File: src/verilog/ring_anim_pkg.sv
// Package with register map, field layout and reset values of the ring animator
package ring_anim_pkg;
  localparam logic [3:0] ADDR_CONTROL = 4'h0;
  localparam logic [3:0] ADDR_PATTERN_FIRST = 4'h4;
  localparam logic [3:0] ADDR_PATTERN_SECOND = 4'h8;
  localparam logic [3:0] ADDR_STATUS = 4'hC;
  localparam int CTL_FC_EN_BIT = 0;
  localparam int CTL_ANIM_EN_BIT = 1;
  localparam int CTL_FUNC_OR_BIT = 2;
  localparam int CTL_DIR_FIRST_BIT = 3;
  localparam int CTL_DIR_SECOND_BIT = 4;
  localparam int CTL_LOC_BIT = 5;
  localparam int CTL_TOP_LSB = 8;
  localparam int TOP_WIDTH = 6;
  localparam int RING_WIDTH = 8;
  localparam int SEG_WIDTH = 16;
  localparam logic [31:0] CONTROL_RESET = 32'h0000_0000;
  localparam logic [7:0] PATTERN_RESET = 8'h00;
  localparam logic [1:0] RESP_OKAY = 2'b00;
  localparam logic [1:0] RESP_SLVERR = 2'b10;
  typedef enum logic [1:0] {
    DIR_LEFT = 2'b00,
    DIR_RIGHT = 2'b01
  } dir_t;
endpackage

File: src/verilog/pattern_bus_if.sv
// Interface carrying one pattern register's load and step controls
`timescale 1ns/10ps
interface pattern_bus_if;
  logic load;
  logic [7:0] load_data;
  logic step;
  logic dir_right;
  logic [7:0] value;
  modport ctrl (output load, output load_data, output step, output dir_right, input value);
  modport pat (input load, input load_data, input step, input dir_right, output value);
endinterface

File: src/verilog/pattern_rotator.sv
// One rotating animation pattern register
`timescale 1ns/10ps
module pattern_rotator (
  input wire logic aclk,
  input wire logic aresetn,
  pattern_bus_if.pat bus
);
  import ring_anim_pkg::*;
  logic [7:0] pattern_reg;
  logic [7:0] pattern_next;
  wire [7:0] rot_left = {pattern_reg[6:0], pattern_reg[7]}; // [RULE_11]
  wire [7:0] rot_right = {pattern_reg[0], pattern_reg[7:1]}; // [RULE_11]
  // Software load wins over a step in the same cycle
  assign pattern_next = bus.load ? bus.load_data : // [RULE_10]
                        bus.step ? (bus.dir_right ? rot_right : rot_left) : pattern_reg; // [RULE_03] [RULE_04]
  always_ff @(posedge aclk) begin
    if (!aresetn) begin
      pattern_reg <= PATTERN_RESET;
    end else begin
      pattern_reg <= pattern_next;
    end
  end
  assign bus.value = pattern_reg;
endmodule // pattern_rotator

File: src/verilog/ring_animator.sv
// Segment LCD ring animation engine with AXI4-Lite register slave
`timescale 1ns/10ps
// Function
// RULE_01 - Drive eight-segment ring autonomously after setup
// RULE_02 - Segment value is AND/OR of patterns
// RULE_03 - Rotate both patterns on frame overflow
// RULE_04 - Each pattern has own direction bit
// RULE_05 - Overflow period set by top field
// RULE_06 - Frame counter advances only when enabled
// RULE_07 - Segments driven only when animation enabled
// RULE_08 - Control bit selects AND or OR
// RULE_09 - Location bit selects segments 0-7 or 8-15
// RULE_10 - Software writes load new pattern start
// RULE_11 - Rotated-out bit re-enters opposite end
// RULE_12 - Counter restarts at zero after top
module ring_animator (
  input wire logic aclk,
  input wire logic aresetn,
  input wire logic frame_tick,
  input wire logic [3:0] s_axi_awaddr,
  input wire logic s_axi_awvalid,
  output logic s_axi_awready,
  input wire logic [31:0] s_axi_wdata,
  input wire logic [3:0] s_axi_wstrb,
  input wire logic s_axi_wvalid,
  output logic s_axi_wready,
  output logic [1:0] s_axi_bresp,
  output logic s_axi_bvalid,
  input wire logic s_axi_bready,
  input wire logic [3:0] s_axi_araddr,
  input wire logic s_axi_arvalid,
  output logic s_axi_arready,
  output logic [31:0] s_axi_rdata,
  output logic [1:0] s_axi_rresp,
  output logic s_axi_rvalid,
  input wire logic s_axi_rready,
  output logic [ring_anim_pkg::SEG_WIDTH-1:0] anim_segments
);
  import ring_anim_pkg::*;

  logic [31:0] control_reg;
  logic [TOP_WIDTH-1:0] frame_count_reg;
  logic overflow_reg;
  logic frame_sync1_reg;
  logic frame_sync2_reg;
  logic frame_prev_reg;
  logic [3:0] awaddr_reg;
  logic aw_held_reg;
  logic [31:0] wdata_reg;
  logic [3:0] wstrb_reg;
  logic w_held_reg;
  logic [SEG_WIDTH-1:0] seg_reg;
  logic awready_reg;
  logic wready_reg;
  logic bvalid_reg;
  logic [1:0] bresp_reg;
  logic arready_reg;
  logic rvalid_reg;
  logic [31:0] rdata_reg;
  logic [1:0] rresp_reg;

  pattern_bus_if first_bus ();
  pattern_bus_if second_bus ();

  // Control field decode
  wire fc_enable = control_reg[CTL_FC_EN_BIT];
  wire anim_enable = control_reg[CTL_ANIM_EN_BIT];
  wire func_or = control_reg[CTL_FUNC_OR_BIT];
  wire dir_first = control_reg[CTL_DIR_FIRST_BIT];
  wire dir_second = control_reg[CTL_DIR_SECOND_BIT];
  wire upper_segment_group = control_reg[CTL_LOC_BIT];
  wire [TOP_WIDTH-1:0] frame_counter_top = control_reg[CTL_TOP_LSB +: TOP_WIDTH];

  // Frame edge from the LCD frame timing, synchronised first
  wire frame_edge = frame_sync2_reg & ~frame_prev_reg;
  wire at_top = (frame_count_reg == frame_counter_top);
  wire frame_step = fc_enable & frame_edge; // [RULE_06]
  wire overflow = frame_step & at_top; // [RULE_05]
  wire [TOP_WIDTH-1:0] count_next = !fc_enable ? frame_count_reg :
                                    !frame_edge ? frame_count_reg :
                                    at_top ? '0 : frame_count_reg + 1'b1; // [RULE_12]

  // Register write path
  wire aw_have = aw_held_reg | s_axi_awvalid;
  wire w_have = w_held_reg | s_axi_wvalid;
  wire [3:0] wr_addr = aw_held_reg ? awaddr_reg : s_axi_awaddr;
  wire [31:0] wr_data = w_held_reg ? wdata_reg : s_axi_wdata;
  wire [3:0] wr_strb = w_held_reg ? wstrb_reg : s_axi_wstrb;
  // Commit only once both channels are held, at the edge that raises bvalid
  wire wr_fire = aw_held_reg & w_held_reg & ~bvalid_reg;
  wire wr_ctrl = wr_fire & (wr_addr == ADDR_CONTROL);
  wire wr_first = wr_fire & (wr_addr == ADDR_PATTERN_FIRST) & wr_strb[0];
  wire wr_second = wr_fire & (wr_addr == ADDR_PATTERN_SECOND) & wr_strb[0];
  wire wr_known = (wr_addr == ADDR_CONTROL) | (wr_addr == ADDR_PATTERN_FIRST) | (wr_addr == ADDR_PATTERN_SECOND);
  wire [31:0] strb_mask = {{8{wr_strb[3]}}, {8{wr_strb[2]}}, {8{wr_strb[1]}}, {8{wr_strb[0]}}};
  wire [31:0] control_next = wr_ctrl ? ((control_reg & ~strb_mask) | (wr_data & strb_mask)) : control_reg;

  // Register read path
  wire rd_fire = s_axi_arvalid & arready_reg;
  wire [31:0] status_word = {22'h000000, 2'h0, overflow_reg, 1'b0, frame_count_reg};
  wire rd_known = (s_axi_araddr == ADDR_CONTROL) | (s_axi_araddr == ADDR_PATTERN_FIRST) |
                  (s_axi_araddr == ADDR_PATTERN_SECOND) | (s_axi_araddr == ADDR_STATUS);
  wire [31:0] rd_word = (s_axi_araddr == ADDR_CONTROL) ? control_reg :
                        (s_axi_araddr == ADDR_PATTERN_FIRST) ? {24'h000000, first_bus.value} :
                        (s_axi_araddr == ADDR_PATTERN_SECOND) ? {24'h000000, second_bus.value} :
                        (s_axi_araddr == ADDR_STATUS) ? status_word : 32'h0000_0000;

  // Pattern register control
  assign first_bus.load = wr_first; // [RULE_10]
  assign first_bus.load_data = wr_data[7:0];
  assign first_bus.step = overflow; // [RULE_03]
  assign first_bus.dir_right = dir_first; // [RULE_04]
  assign second_bus.load = wr_second; // [RULE_10]
  assign second_bus.load_data = wr_data[7:0];
  assign second_bus.step = overflow; // [RULE_03]
  assign second_bus.dir_right = dir_second; // [RULE_04]

  pattern_rotator u_first (
    .aclk(aclk),
    .aresetn(aresetn),
    .bus(first_bus)
  );
  pattern_rotator u_second (
    .aclk(aclk),
    .aresetn(aresetn),
    .bus(second_bus)
  );

  // Segment output
  wire [RING_WIDTH-1:0] ring_and = first_bus.value & second_bus.value;
  wire [RING_WIDTH-1:0] ring_or = first_bus.value | second_bus.value;
  wire [RING_WIDTH-1:0] ring = func_or ? ring_or : ring_and; // [RULE_02] [RULE_08]
  wire [RING_WIDTH-1:0] ring_gated = anim_enable ? ring : '0; // [RULE_07]
  wire [SEG_WIDTH-1:0] seg_next = upper_segment_group ? {ring_gated, 8'h00} : {8'h00, ring_gated}; // [RULE_09]

  always_ff @(posedge aclk) begin
    if (!aresetn) begin
      frame_sync1_reg <= 1'b0;
      frame_sync2_reg <= 1'b0;
      frame_prev_reg <= 1'b0;
      frame_count_reg <= '0;
      overflow_reg <= 1'b0;
      seg_reg <= '0;
    end else begin
      frame_sync1_reg <= frame_tick;
      frame_sync2_reg <= frame_sync1_reg;
      frame_prev_reg <= frame_sync2_reg;
      frame_count_reg <= count_next; // [RULE_06]
      overflow_reg <= overflow;
      seg_reg <= seg_next; // [RULE_01]
    end
  end

  always_ff @(posedge aclk) begin
    if (!aresetn) begin
      control_reg <= CONTROL_RESET;
      aw_held_reg <= 1'b0;
      w_held_reg <= 1'b0;
      awaddr_reg <= 4'h0;
      wdata_reg <= 32'h0000_0000;
      wstrb_reg <= 4'h0;
      awready_reg <= 1'b0;
      wready_reg <= 1'b0;
      bvalid_reg <= 1'b0;
      bresp_reg <= RESP_OKAY;
    end else begin
      control_reg <= control_next;
      awready_reg <= ~aw_held_reg & ~bvalid_reg;
      wready_reg <= ~w_held_reg & ~bvalid_reg;
      if (s_axi_awvalid & awready_reg) begin
        aw_held_reg <= 1'b1;
        awaddr_reg <= s_axi_awaddr;
        awready_reg <= 1'b0;
      end
      if (s_axi_wvalid & wready_reg) begin
        w_held_reg <= 1'b1;
        wdata_reg <= s_axi_wdata;
        wstrb_reg <= s_axi_wstrb;
        wready_reg <= 1'b0;
      end
      if (aw_held_reg & w_held_reg & ~bvalid_reg) begin
        aw_held_reg <= 1'b0;
        w_held_reg <= 1'b0;
        bvalid_reg <= 1'b1;
        bresp_reg <= wr_known ? RESP_OKAY : RESP_SLVERR;
      end else if (bvalid_reg & s_axi_bready) begin
        bvalid_reg <= 1'b0;
      end
    end
  end

  always_ff @(posedge aclk) begin
    if (!aresetn) begin
      arready_reg <= 1'b0;
      rvalid_reg <= 1'b0;
      rdata_reg <= 32'h0000_0000;
      rresp_reg <= RESP_OKAY;
    end else begin
      arready_reg <= ~rvalid_reg & ~arready_reg & s_axi_arvalid;
      if (rd_fire) begin
        rvalid_reg <= 1'b1;
        rdata_reg <= rd_word;
        rresp_reg <= rd_known ? RESP_OKAY : RESP_SLVERR;
      end else if (rvalid_reg & s_axi_rready) begin
        rvalid_reg <= 1'b0;
      end
    end
  end

  assign s_axi_awready = awready_reg;
  assign s_axi_wready = wready_reg;
  assign s_axi_bvalid = bvalid_reg;
  assign s_axi_bresp = bresp_reg;
  assign s_axi_arready = arready_reg;
  assign s_axi_rvalid = rvalid_reg;
  assign s_axi_rdata = rdata_reg;
  assign s_axi_rresp = rresp_reg;
  assign anim_segments = seg_reg;
endmodule // ring_animator

File: config.mk
export PLATFORM = sky130hd
export DESIGN_NAME = ring_animator
export DESIGN_NICKNAME = d
export VERILOG_FILES = /design/src/verilog/ring_anim_pkg.sv /design/src/verilog/pattern_bus_if.sv /design/src/verilog/pattern_rotator.sv /design/src/verilog/ring_animator.sv
export SDC_FILE = /design/constraint.sdc
export NUM_CORES = 1
export LEC_CHECK = 0
export ABC_CLOCK_PERIOD_IN_PS = 2100
export BUFFER_PORTS_ARGS = -buffer_cell sky130_fd_sc_hd__buf_2
export CELL_PAD_IN_SITES_DETAIL_PLACEMENT = 1
export CELL_PAD_IN_SITES_GLOBAL_PLACEMENT = 2
export CORE_ASPECT_RATIO = 0.8
export CORE_UTILIZATION = 30
export DETAILED_ROUTE_END_ITERATION = 8
export PLACE_DENSITY_LB_ADDON = 0.1
export SLEW_MARGIN = 20
export SYNTH_ARGS = -nofsm -noshare
export SYNTH_HDL_FRONTEND = slang
export SYNTH_SLANG_ARGS = --single-unit
File: constraint.sdc
create_clock -name aclk -period 2.1 [get_ports aclk]
set_input_delay 0.63 -clock aclk [delete_from_list [all_inputs] [get_ports aclk]]
set_output_delay 0.63 -clock aclk [all_outputs]
set_load 0.005 [all_outputs]
==> qor.csv, run 1 <==
stage,metric,value,unit
sta,max_clock_freq,0.533,GHz
synth,yosysSeqAreaShare,0.475,
placed_design,dp_hpwl,14800,um
clock_network,cts.hold.buffers_added,0,
clock_network,post_cts_buffers,0,
final_layout,stdcell_count,1104,
clock_network,cts_root_buf,clkbuf_16,
sta,hold_ws,0.424,ns
synth,synthArstFlopShare,0,
routing,dr_wl_met2,9560,um
placed_design,placed_cells,1071,
grt,antenna_found_initial,2,
final_layout,drive_gt1_frac,0.266,
floorplan,num_rows,47,
sta,grt_setup_unrepaired,false,
grt,grtUsageTotal,0.195,
clock_network,cts_tree,yes,
placed_design,io_buffers,106,
sta,fin_skew,0.0142,ns
synth,synth_edf_count,0,
critical_path,crit_type,reg2reg,
synth,ys.flop_type,dfxtp_1,
floorplan,die_x,167,um
floorplan,io_pins,109,
floorplan,die_y,134,um
critical_path,worst_ep_required_time,2.46,ns
routing,drtAntennaViolNets,0,
clock_network,cts_buffer_depth,2,
routing,wl_met1,10800,um
worst_hold_path,min_path_type,in2reg,
grt,grt_overflow,0,
routing,drt_first_pass_iters,4,
routing,vias,5751,
clock_network,cts.clk_slew.worst_paths,0.07,ns
routing,wl_per_cell,19.4,um
clock_network,insertion_delay,0.43,ns
synth,synthTopCellsByArea,"dfxtp_1 (47%), nand2_1 (7.7%), a21oi_1 (7.0%)",
placed_design,place.gp.congestion,0.800,
floorplan,start_util,0.311,
sta,setup-tns-final,0,ns
grt,grt_max_degree,89,
clock_network,cts_sinks,155,
synth,synth_top_area_share,0.475,
routing,top_layer,met4,
critical_path,end_kind,flip-flop,
synth,synthMostInstantiatedCell,dfxtp_1,
critical_path,crit_fanout,23,
power,p_total,6.39,mW
sta,hold_violations,0,
floorplan,dieArea,22400,sq um
sta,slew_violations,0,
synth,synth_commonest_cells,"dfxtp_1 (155), nand2_1 (134), a21oi_1 (91), nand3_1 (31), nor2b_1 (28)",
placed_design,dp_worst_setup_slack,0.0867,ns
grt,grt_pass1_vias,5964,
floorplan,core,21000,sq um
power,peakVddDrop,0.357,mV
critical_path,cp_data_arrival_time,2.24,ns
clock_network,htreeDepth,4,
sta,min_period,1.88,ns
sta,final-setup-viol-count,0,
power,cellPowerDensity,795,nW/um^2
synth,synth.distinct_cells,59,
outcome,status,"complete, no violations",
clock_network,cts_buffers,17,
sta,fin_crit_sh,0.893,
synth,syn_inst,710,
routing,drt-initial-drc-count,352,
placed_design,placed_area,7480,sq um
routing,met3_length,761,um
power,p_leak,3.13,nW
run,drv_cap,0,
synth,synthesis.area,6540,sq um
synth,yosys_register_bits,155,
final_layout,final_area,8040,sq um
critical_path,startpoint_type,flip-flop,
routing,routed_wl,21400,um
final_layout,area_delta_synth_final,23.0,%
clock_network,post_cts_resized,0,
sta,worstMarginPinSlew,0.613,ns
final_layout,finish.utilization,0.383,
final_layout,nNetsFinal,874,
sta,slew_headroom,0.591,
routing,post-route-drc-count,0,
synth,netlist.top_cell.by_area,dfxtp_1,
routing,routed_via_density,5.21,
grt,grt_pass1_wl,33600,um
synth,synth.avg_cell_area,9.20,sq um
sta,worst_slack,0.224,ns
synth,yosys_warnings,0,
-- layout make-up --
type | count | area [sq um]
clock inverters | 13 | 110
inverters | 13 | 48.8
multi-input cells | 494 | 3170
clock buffers | 19 | 443
well taps | 269 | 337
flip-flops and latches | 155 | 3100
fillers | 2451 | 13000
diodes | 1 | 2.50
repair buffers | 140 | 823
-- logic make-up after synthesis --
| kind of cell | synth area share |
|---|---|
| AND/OR/NAND/NOR | 0.182 |
| multiplexers | 0.0469 |
| other | 0.000574 |
| flip-flops | 0.475 |
| buffers and inverters | 0.0419 |
| XOR/XNOR | 0.0147 |
| AO/OA/AOI/OAI | 0.225 |
| adder cells (fa/ha/maj) | 0.0142 |
-- worst max-delay path, cell delays in order (launching register included) --
cell,delay (ns)
dfxtp_1,0.37
nor4b_4,0.44
nand3b_4,0.37
a21oi_4,0.39
o221a_2,0.24
-- cell usage in the layout (no fill, tap or decap), drive strengths merged, types with 6 or more instances in the layout --
master | Yosys | routed
buf | 22 | 140
o221a | 24 | 24
a211o | 7 | 7
dfxtp | 155 | 155
o221ai | 7 | 7
and3 | 6 | 6
clkbuf | 27 | 19
xnor2 | 10 | 10
nor2 | 14 | 14
o31ai | 8 | 8
maj3 | 8 | 8
nor2b | 28 | 28
a21oi | 94 | 94
o32ai | 8 | 8
inv | 13 | 18
o22a | 24 | 24
nand3 | 31 | 31
mux2 | 13 | 13
clkinv | 0 | 6
a2111oi | 12 | 12
nand2 | 135 | 135
mux2i | 16 | 16
-- final timing paths --
check,from,end,slack [ns],depth (start not counted)
hold / removal,frame_tick,frame_sync1_reg,0.42,2
hold reg to reg,frame_sync1_reg,frame_sync2_reg,0.44,1
setup / recovery,awaddr_reg[0],flip-flop,0.22,4
setup reg to reg,awaddr_reg[0],flip-flop,0.22,4
-- routing by layer --
metal | vias to the layer above | global-route usage
met5 | - | 0
met4 | 0 | 0.0622
met3 | 19 | 0.0328
met2 | 120 | 0.310
met1 | 2821 | 0.269
li1 | 2791 | -
-- where the power goes --
group          internal, mW  switching, mW
clock network          1.57           1.33
logic                 0.171          0.281
registers              2.99         0.0372
total                  4.74           1.65
No activity file was read; power rests on OpenSTA's default activity.
==> run 2: changes to the inputs <==
--- a/config.mk
+++ b/config.mk
@@ -6,12 +6,13 @@
 export NUM_CORES = 1
 export LEC_CHECK = 0
 export ABC_CLOCK_PERIOD_IN_PS = 2100
-export BUFFER_PORTS_ARGS = -buffer_cell sky130_fd_sc_hd__buf_2
 export CELL_PAD_IN_SITES_DETAIL_PLACEMENT = 1
 export CELL_PAD_IN_SITES_GLOBAL_PLACEMENT = 2
 export CORE_ASPECT_RATIO = 0.8
+export CORE_MARGIN = 2
 export CORE_UTILIZATION = 30
 export DETAILED_ROUTE_END_ITERATION = 8
+export DONT_BUFFER_PORTS = 1
 export PLACE_DENSITY_LB_ADDON = 0.1
 export SLEW_MARGIN = 20
 export SYNTH_ARGS = -nofsm -noshare
==> qor.csv, run 2 (synthesis gave the netlist of run 1 again) <==
stage,metric,value,unit,change
floorplan,dieArea,23000,sq um,was 22400 sq um
sta,hold_violations,0,,unchanged
placed_design,place.gp.congestion,0.805,,was 0.800
critical_path,crit_type,reg2reg,,unchanged
worst_hold_path,min_path_type,in2reg,,unchanged
placed_design,placed_cells,960,,was 1071
routing,drt_first_pass_iters,4,,unchanged
critical_path,cp.buffers_inverters,2,,was 0
routing,wl_per_cell,21.6,um,was 19.4 um
outcome,status,"complete, no violations",,unchanged
grt,grt_pass1_wl,33800,um,was 33600 um
clock_network,cts.hold.buffers_added,0,,unchanged
floorplan,die_y,136,um,was 134 um
critical_path,startpoint_type,flip-flop,,unchanged
clock_network,post_cts_buffers,0,,unchanged
routing,drt-initial-drc-count,241,,was 352
clock_network,cts_root_buf,clkbuf_16,,unchanged
final_layout,area_delta_synth_final,14.7,%,was 23.0%
critical_path,path_cells,"buf_4, nor4_1, buf_4, o2111ai_1, o32ai_1",,"was nor4b_4, nand3b_4, a21oi_4, o221a_2"
routing,routed_wl,21300,um,was 21400 um
run,drv_cap,0,,unchanged
clock_network,htreeDepth,4,,unchanged
grt,grt_max_degree,89,,unchanged
final_layout,stdcell_count,990,,was 1104
floorplan,core,21500,sq um,was 21000 sq um
sta,final-setup-viol-count,0,,unchanged
power,cellPowerDensity,878,nW/um^2,was 795 nW/um^2
routing,routed_via_density,5.46,,was 5.21
clock_network,insertion_delay,0.42,ns,was 0.43 ns
final_layout,drive_gt1_frac,0.145,,was 0.266
critical_path,crit_fanout,8,,was 23
power,p_leak,2.60,nW,was 3.13 nW
floorplan,io_pins,109,,unchanged
sta,worstMarginPinSlew,0.874,ns,was 0.613 ns
final_layout,finish.utilization,0.349,,was 0.383
critical_path,worst_ep_required_time,2.34,ns,was 2.46 ns
critical_path,cp_data_arrival_time,2.08,ns,was 2.24 ns
sta,slew_violations,0,,unchanged
final_layout,n_fill_cell,2426,,was 2451
floorplan,start_util,0.304,,was 0.311
clock_network,cts_buffers,17,,unchanged
final_layout,layout_common_cells,"dfxtp_1 (155), nand2_1 (134), a21oi_1 (91)",,"was dfxtp_1 (155), nand2_1 (134), buf_2 (106)"
critical_path,end_kind,flip-flop,,unchanged
clock_network,cts.clk_slew.worst_paths,0.06,ns,was 0.07 ns
critical_path,path_common_cell,buf_4,,
floorplan,num_rows,48,,was 47
final_layout,final_area,7500,sq um,was 8040 sq um
grt,grt_pass1_vias,5677,,was 5964
critical_path,cp_top_family,compound AO/OA/AOI/OAI gates,,was simple AND/OR/NAND/NOR gates
clock_network,cts_buffer_depth,2,,unchanged
grt,grtUsageTotal,0.192,,was 0.195
placed_design,io_buffers,0,,was 106
sta,grt_setup_unrepaired,false,,unchanged
critical_path,crit_path_top_delay_cell,o2111ai_1,,was nor4b_4
sta,fin_skew,0.0112,ns,was 0.0142 ns
final_layout,diodes,0,,was 1
placed_design,placed_area,6890,sq um,was 7480 sq um
power,peakVddDrop,0.505,mV,was 0.357 mV
critical_path,slowest_delay,0.70,ns,was 0.44 ns
sta,fin_crit_sh,0.875,,was 0.893
sta,setup-tns-final,0,ns,unchanged
routing,vias,5407,,was 5751
grt,grt_overflow,0,,unchanged
clock_network,post_cts_resized,0,,unchanged
routing,post-route-drc-count,0,,unchanged
grt,antenna_found_initial,0,,was 2
placed_design,dp_hpwl,14700,um,was 14800 um
clock_network,cts_sinks,155,,unchanged
floorplan,die_x,169,um,was 167 um
sta,slew_headroom,0.417,,was 0.591
sta,min_period,1.84,ns,was 1.88 ns
routing,drtAntennaViolNets,0,,unchanged
final_layout,final_common_cell,dfxtp_1,,unchanged
sta,max_clock_freq,0.544,GHz,was 0.533 GHz
clock_network,cts_tree,yes,,unchanged
final_layout,nNetsFinal,757,,was 874
## run 2: changes by cell type in the layout (fill, tap and decap cells not counted), sizes merged
| cell | before | now |
|---|---|---|
| diode | 1 | 0 |
| buf | 140 | 23 |
| inv | 18 | 14 |
| clkinv | 6 | 4 |
| clkbuf | 19 | 20 |
| bufinv | 0 | 3 |
## run 2: layout make-up
| cell class | instances | area, sq um | share of cell area |
|---|---|---|---|
| inverters | 13 | 48.8 | 0.00651 |
| repair buffers | 23 | 223 | 0.0297 |
| clock inverters | 10 | 141 | 0.0189 |
| clock buffers | 20 | 467 | 0.0622 |
| multi-input cells | 494 | 3170 | 0.423 |
| flip-flops and latches | 155 | 3100 | 0.414 |
| well taps | 275 | 344 | 0.0459 |
## run 2: worst register-to-register path, cell delays in order (launching register included)
cell       delay, ns
dfxtp_1         0.39
buf_4           0.16
nor4_1          0.06
buf_4           0.13
o2111ai_1       0.70
o32ai_1         0.23
## run 2: routing by layer
layer	routed length, um	part of all wire	GRT usage
met1	10000	0.47	0.262
met2	9590	0.45	0.301
met3	1400	0.066	0.0498
met4	314	0.015	0.0522
met5	0	0	0
## run 2: final timing paths
kind | startpoint | end | slack (ns) | depth (start not counted)
max | aw_held_reg | u_second.bus.value[5] | 0.26 | 5
min | s_axi_arvalid | s_axi_arready | 0.33 | 2
max reg2reg | aw_held_reg | u_second.bus.value[5] | 0.26 | 5
min reg2reg | frame_sync1_reg | frame_sync2_reg | 0.43 | 1
## run 2: per-stage QoR
stage / hold slack [ns] / power, mW / setup slack [ns]
finish: 0.331 / 6.58 / 0.262
global route: 0.319 / 6.84 / 0.130
CTS: 0.315 / 6.66 / 0.277
detailed placement: 0.429 / 3.45 / 0.155
global placement: 0.425 / 3.43 / 0.242
floorplan: 0.412 / 3.34 / 0.340
## run 2: report_power, final
group	switching [mW]	internal (mW)	leakage [nW]
clock network	1.25	1.96	0.294
registers	0.0412	2.99	1.25
logic	0.215	0.126	1.05
total	1.51	5.08	2.60
==> run 3: changes to the inputs <==
--- a/config.mk
+++ b/config.mk
@@ -5,7 +5,7 @@
 export SDC_FILE = /design/constraint.sdc
 export NUM_CORES = 1
 export LEC_CHECK = 0
-export ABC_CLOCK_PERIOD_IN_PS = 2100
+export ABC_CLOCK_PERIOD_IN_PS = 1510
 export CELL_PAD_IN_SITES_DETAIL_PLACEMENT = 1
 export CELL_PAD_IN_SITES_GLOBAL_PLACEMENT = 2
 export CORE_ASPECT_RATIO = 0.8
==> constraint.sdc (replaced) <==
create_clock -name aclk -period 1.51 [get_ports aclk]
set_input_delay 0.453 -clock aclk [delete_from_list [all_inputs] [get_ports aclk]]
set_output_delay 0.453 -clock aclk [all_outputs]
set_load 0.005 [all_outputs]
==> qor.csv, run 3 (synthesis gave the netlist of run 1 again) <==
stage,metric,value,unit,change
routing,routed_via_density,5.36,,was 5.46
routing,drtAntennaViolNets,0,,unchanged
sta,fin_crit_sh,1.04,,was 0.875
clock_network,htreeDepth,4,,unchanged
critical_path,end_kind,flip-flop,,unchanged
final_layout,diodes,0,,unchanged
clock_network,cts_buffers,17,,unchanged
critical_path,cp_data_arrival_time,1.93,ns,was 2.08 ns
clock_network,cts_sinks,155,,unchanged
clock_network,cts_tree,yes,,unchanged
final_layout,drive_gt1_frac,0.264,,was 0.145
critical_path,crit_type,reg2reg,,unchanged
sta,setup-tns-final,-1.10,ns,was 0 ns
grt,grtUsageTotal,0.192,,about the same
floorplan,start_util,0.304,,unchanged
critical_path,worst_ep_required_time,1.87,ns,was 2.34 ns
grt,grt_pass1_wl,33900,um,was 33800 um
floorplan,die_x,169,um,unchanged
run,drv_cap,0,,unchanged
floorplan,io_pins,109,,unchanged
power,cellPowerDensity,1070,nW/um^2,was 878 nW/um^2
floorplan,die_y,136,um,unchanged
routing,routed_wl,22400,um,was 21300 um
sta,fin_skew,0.0121,ns,was 0.0112 ns
grt,grt_max_degree,89,,unchanged
placed_design,place.gp.congestion,0.816,,was 0.805
floorplan,dieArea,23000,sq um,unchanged
clock_network,cts.hold.buffers_added,0,,unchanged
sta,final-setup-viol-count,33,,was 0
routing,vias,5592,,was 5407
sta,slew_violations,0,,unchanged
power,p_leak,2.95,nW,was 2.60 nW
sta,max_clock_freq,0.638,GHz,was 0.544 GHz
grt,antenna_found_initial,0,,unchanged
placed_design,dp_hpwl,15000,um,was 14700 um
sta,min_period,1.57,ns,was 1.84 ns
floorplan,num_rows,48,,unchanged
routing,wl_per_cell,21.5,um,was 21.6 um
clock_network,cts_root_buf,clkbuf_16,,unchanged
sta,hold_violations,0,,unchanged
final_layout,final_common_cell,dfxtp_1,,unchanged
clock_network,cts_buffer_depth,2,,unchanged
routing,drt-initial-drc-count,222,,was 241
critical_path,crit_fanout,12,,was 8
grt,grt_pass1_vias,5792,,was 5677
final_layout,layout_common_cells,"dfxtp_1 (140), nand2_1 (131), a21oi_1 (90)",,"was dfxtp_1 (155), nand2_1 (134), a21oi_1 (91)"
clock_network,insertion_delay,0.42,ns,about the same
floorplan,core,21500,sq um,unchanged
grt,grt_overflow,0,,unchanged
routing,post-route-drc-count,0,,unchanged
power,peakVddDrop,0.779,mV,was 0.505 mV
worst_hold_path,min_path_type,in2reg,,unchanged
outcome,status,finished with violations,,"was complete, no violations"
outcome,failed_checks,setup timing,,
clock_network,cts.clk_slew.worst_paths,0.07,ns,was 0.06 ns
sta,worst_slack,-0.0579,ns,was 0.262 ns
final_layout,nNetsFinal,808,,was 757
routing,drt_first_pass_iters,4,,unchanged
sta,grt_setup_unrepaired,true,,was false
final_layout,area_delta_synth_final,28.3,%,was 14.7%
final_layout,n_fill_cell,2373,,was 2426
sta,hold_ws,0.152,ns,was 0.331 ns
placed_design,io_buffers,0,,unchanged
critical_path,startpoint_type,flip-flop,,unchanged
run 3: final timing paths:
| kind | slack, ns | to | cells past startpoint | startpoint |
|---|---|---|---|---|
| setup / recovery | -0.06 | flip-flop | 5 | awaddr_reg[2] |
| hold / removal | 0.15 | s_axi_arready | 2 | s_axi_arvalid |
| setup reg to reg | -0.06 | flip-flop | 5 | awaddr_reg[2] |
| hold reg to reg | 0.44 | frame_sync2_reg | 1 | frame_sync1_reg |
run 3: routing by layer:
| metal | GRT usage | part of all wire | vias up |
|---|---|---|---|
| met1 | 0.260 | 0.48 | 2817 |
| met2 | 0.305 | 0.46 | 96 |
| li1 | - | - | 2662 |
| met5 | 0 | 0 | - |
| met3 | 0.0512 | 0.052 | 17 |
| met4 | 0.0503 | 0.010 | 0 |
run 3: worst max-delay path: stages (launching register included):
cell and delay [ns]:
dfxtp_2 0.34, nor4b_4 0.39, nand3b_4 0.12, buf_12 0.17, a21oi_4 0.25, o221a_2 0.24
run 3: where the power goes:
part           leakage [nW]  internal (mW)  switching (mW)
logic                  1.42          0.218           0.321
registers              1.26           4.16          0.0572
clock network         0.274           2.30            1.88
run 3: final cells by class:
class / count / area [sq um] / share of cell area
multi-input combinational: 494 / 3530 / 0.421
inverter: 13 / 48.8 / 0.00582
tap: 275 / 344 / 0.0410
timing repair buffer: 74 / 772 / 0.0920
sequential: 155 / 3120 / 0.372
clock buffer: 17 / 425 / 0.0507
clock inverter: 15 / 143 / 0.0170
run 3: repair_timing:
action | CTS | global route
buffers inserted | 3 | 8
pin swaps | 11 | 21
endpoints found under the setup margin | 46 | 50
resized for setup | 30 | 50
gates cloned | 0 | 3
run 3: through the flow:
| step | power (mW) | utilization | cells | setup WS (ns) | instance area (sq um) |
|---|---|---|---|---|---|
| after floorplan | 4.65 | - | 711 | -0.0501 | 6540 |
| after global placement | 4.81 | 0.338 | 997 | -0.210 | 7260 |
| after detailed placement | 4.83 | 0.338 | 997 | -0.239 | 7260 |
| after CTS | 9.06 | 0.371 | 1032 | -0.0580 | 7980 |
| after global routing | 9.31 | 0.390 | 1043 | -0.140 | 8390 |
| final | 8.95 | 0.390 | 1043 | -0.0579 | 8390 |
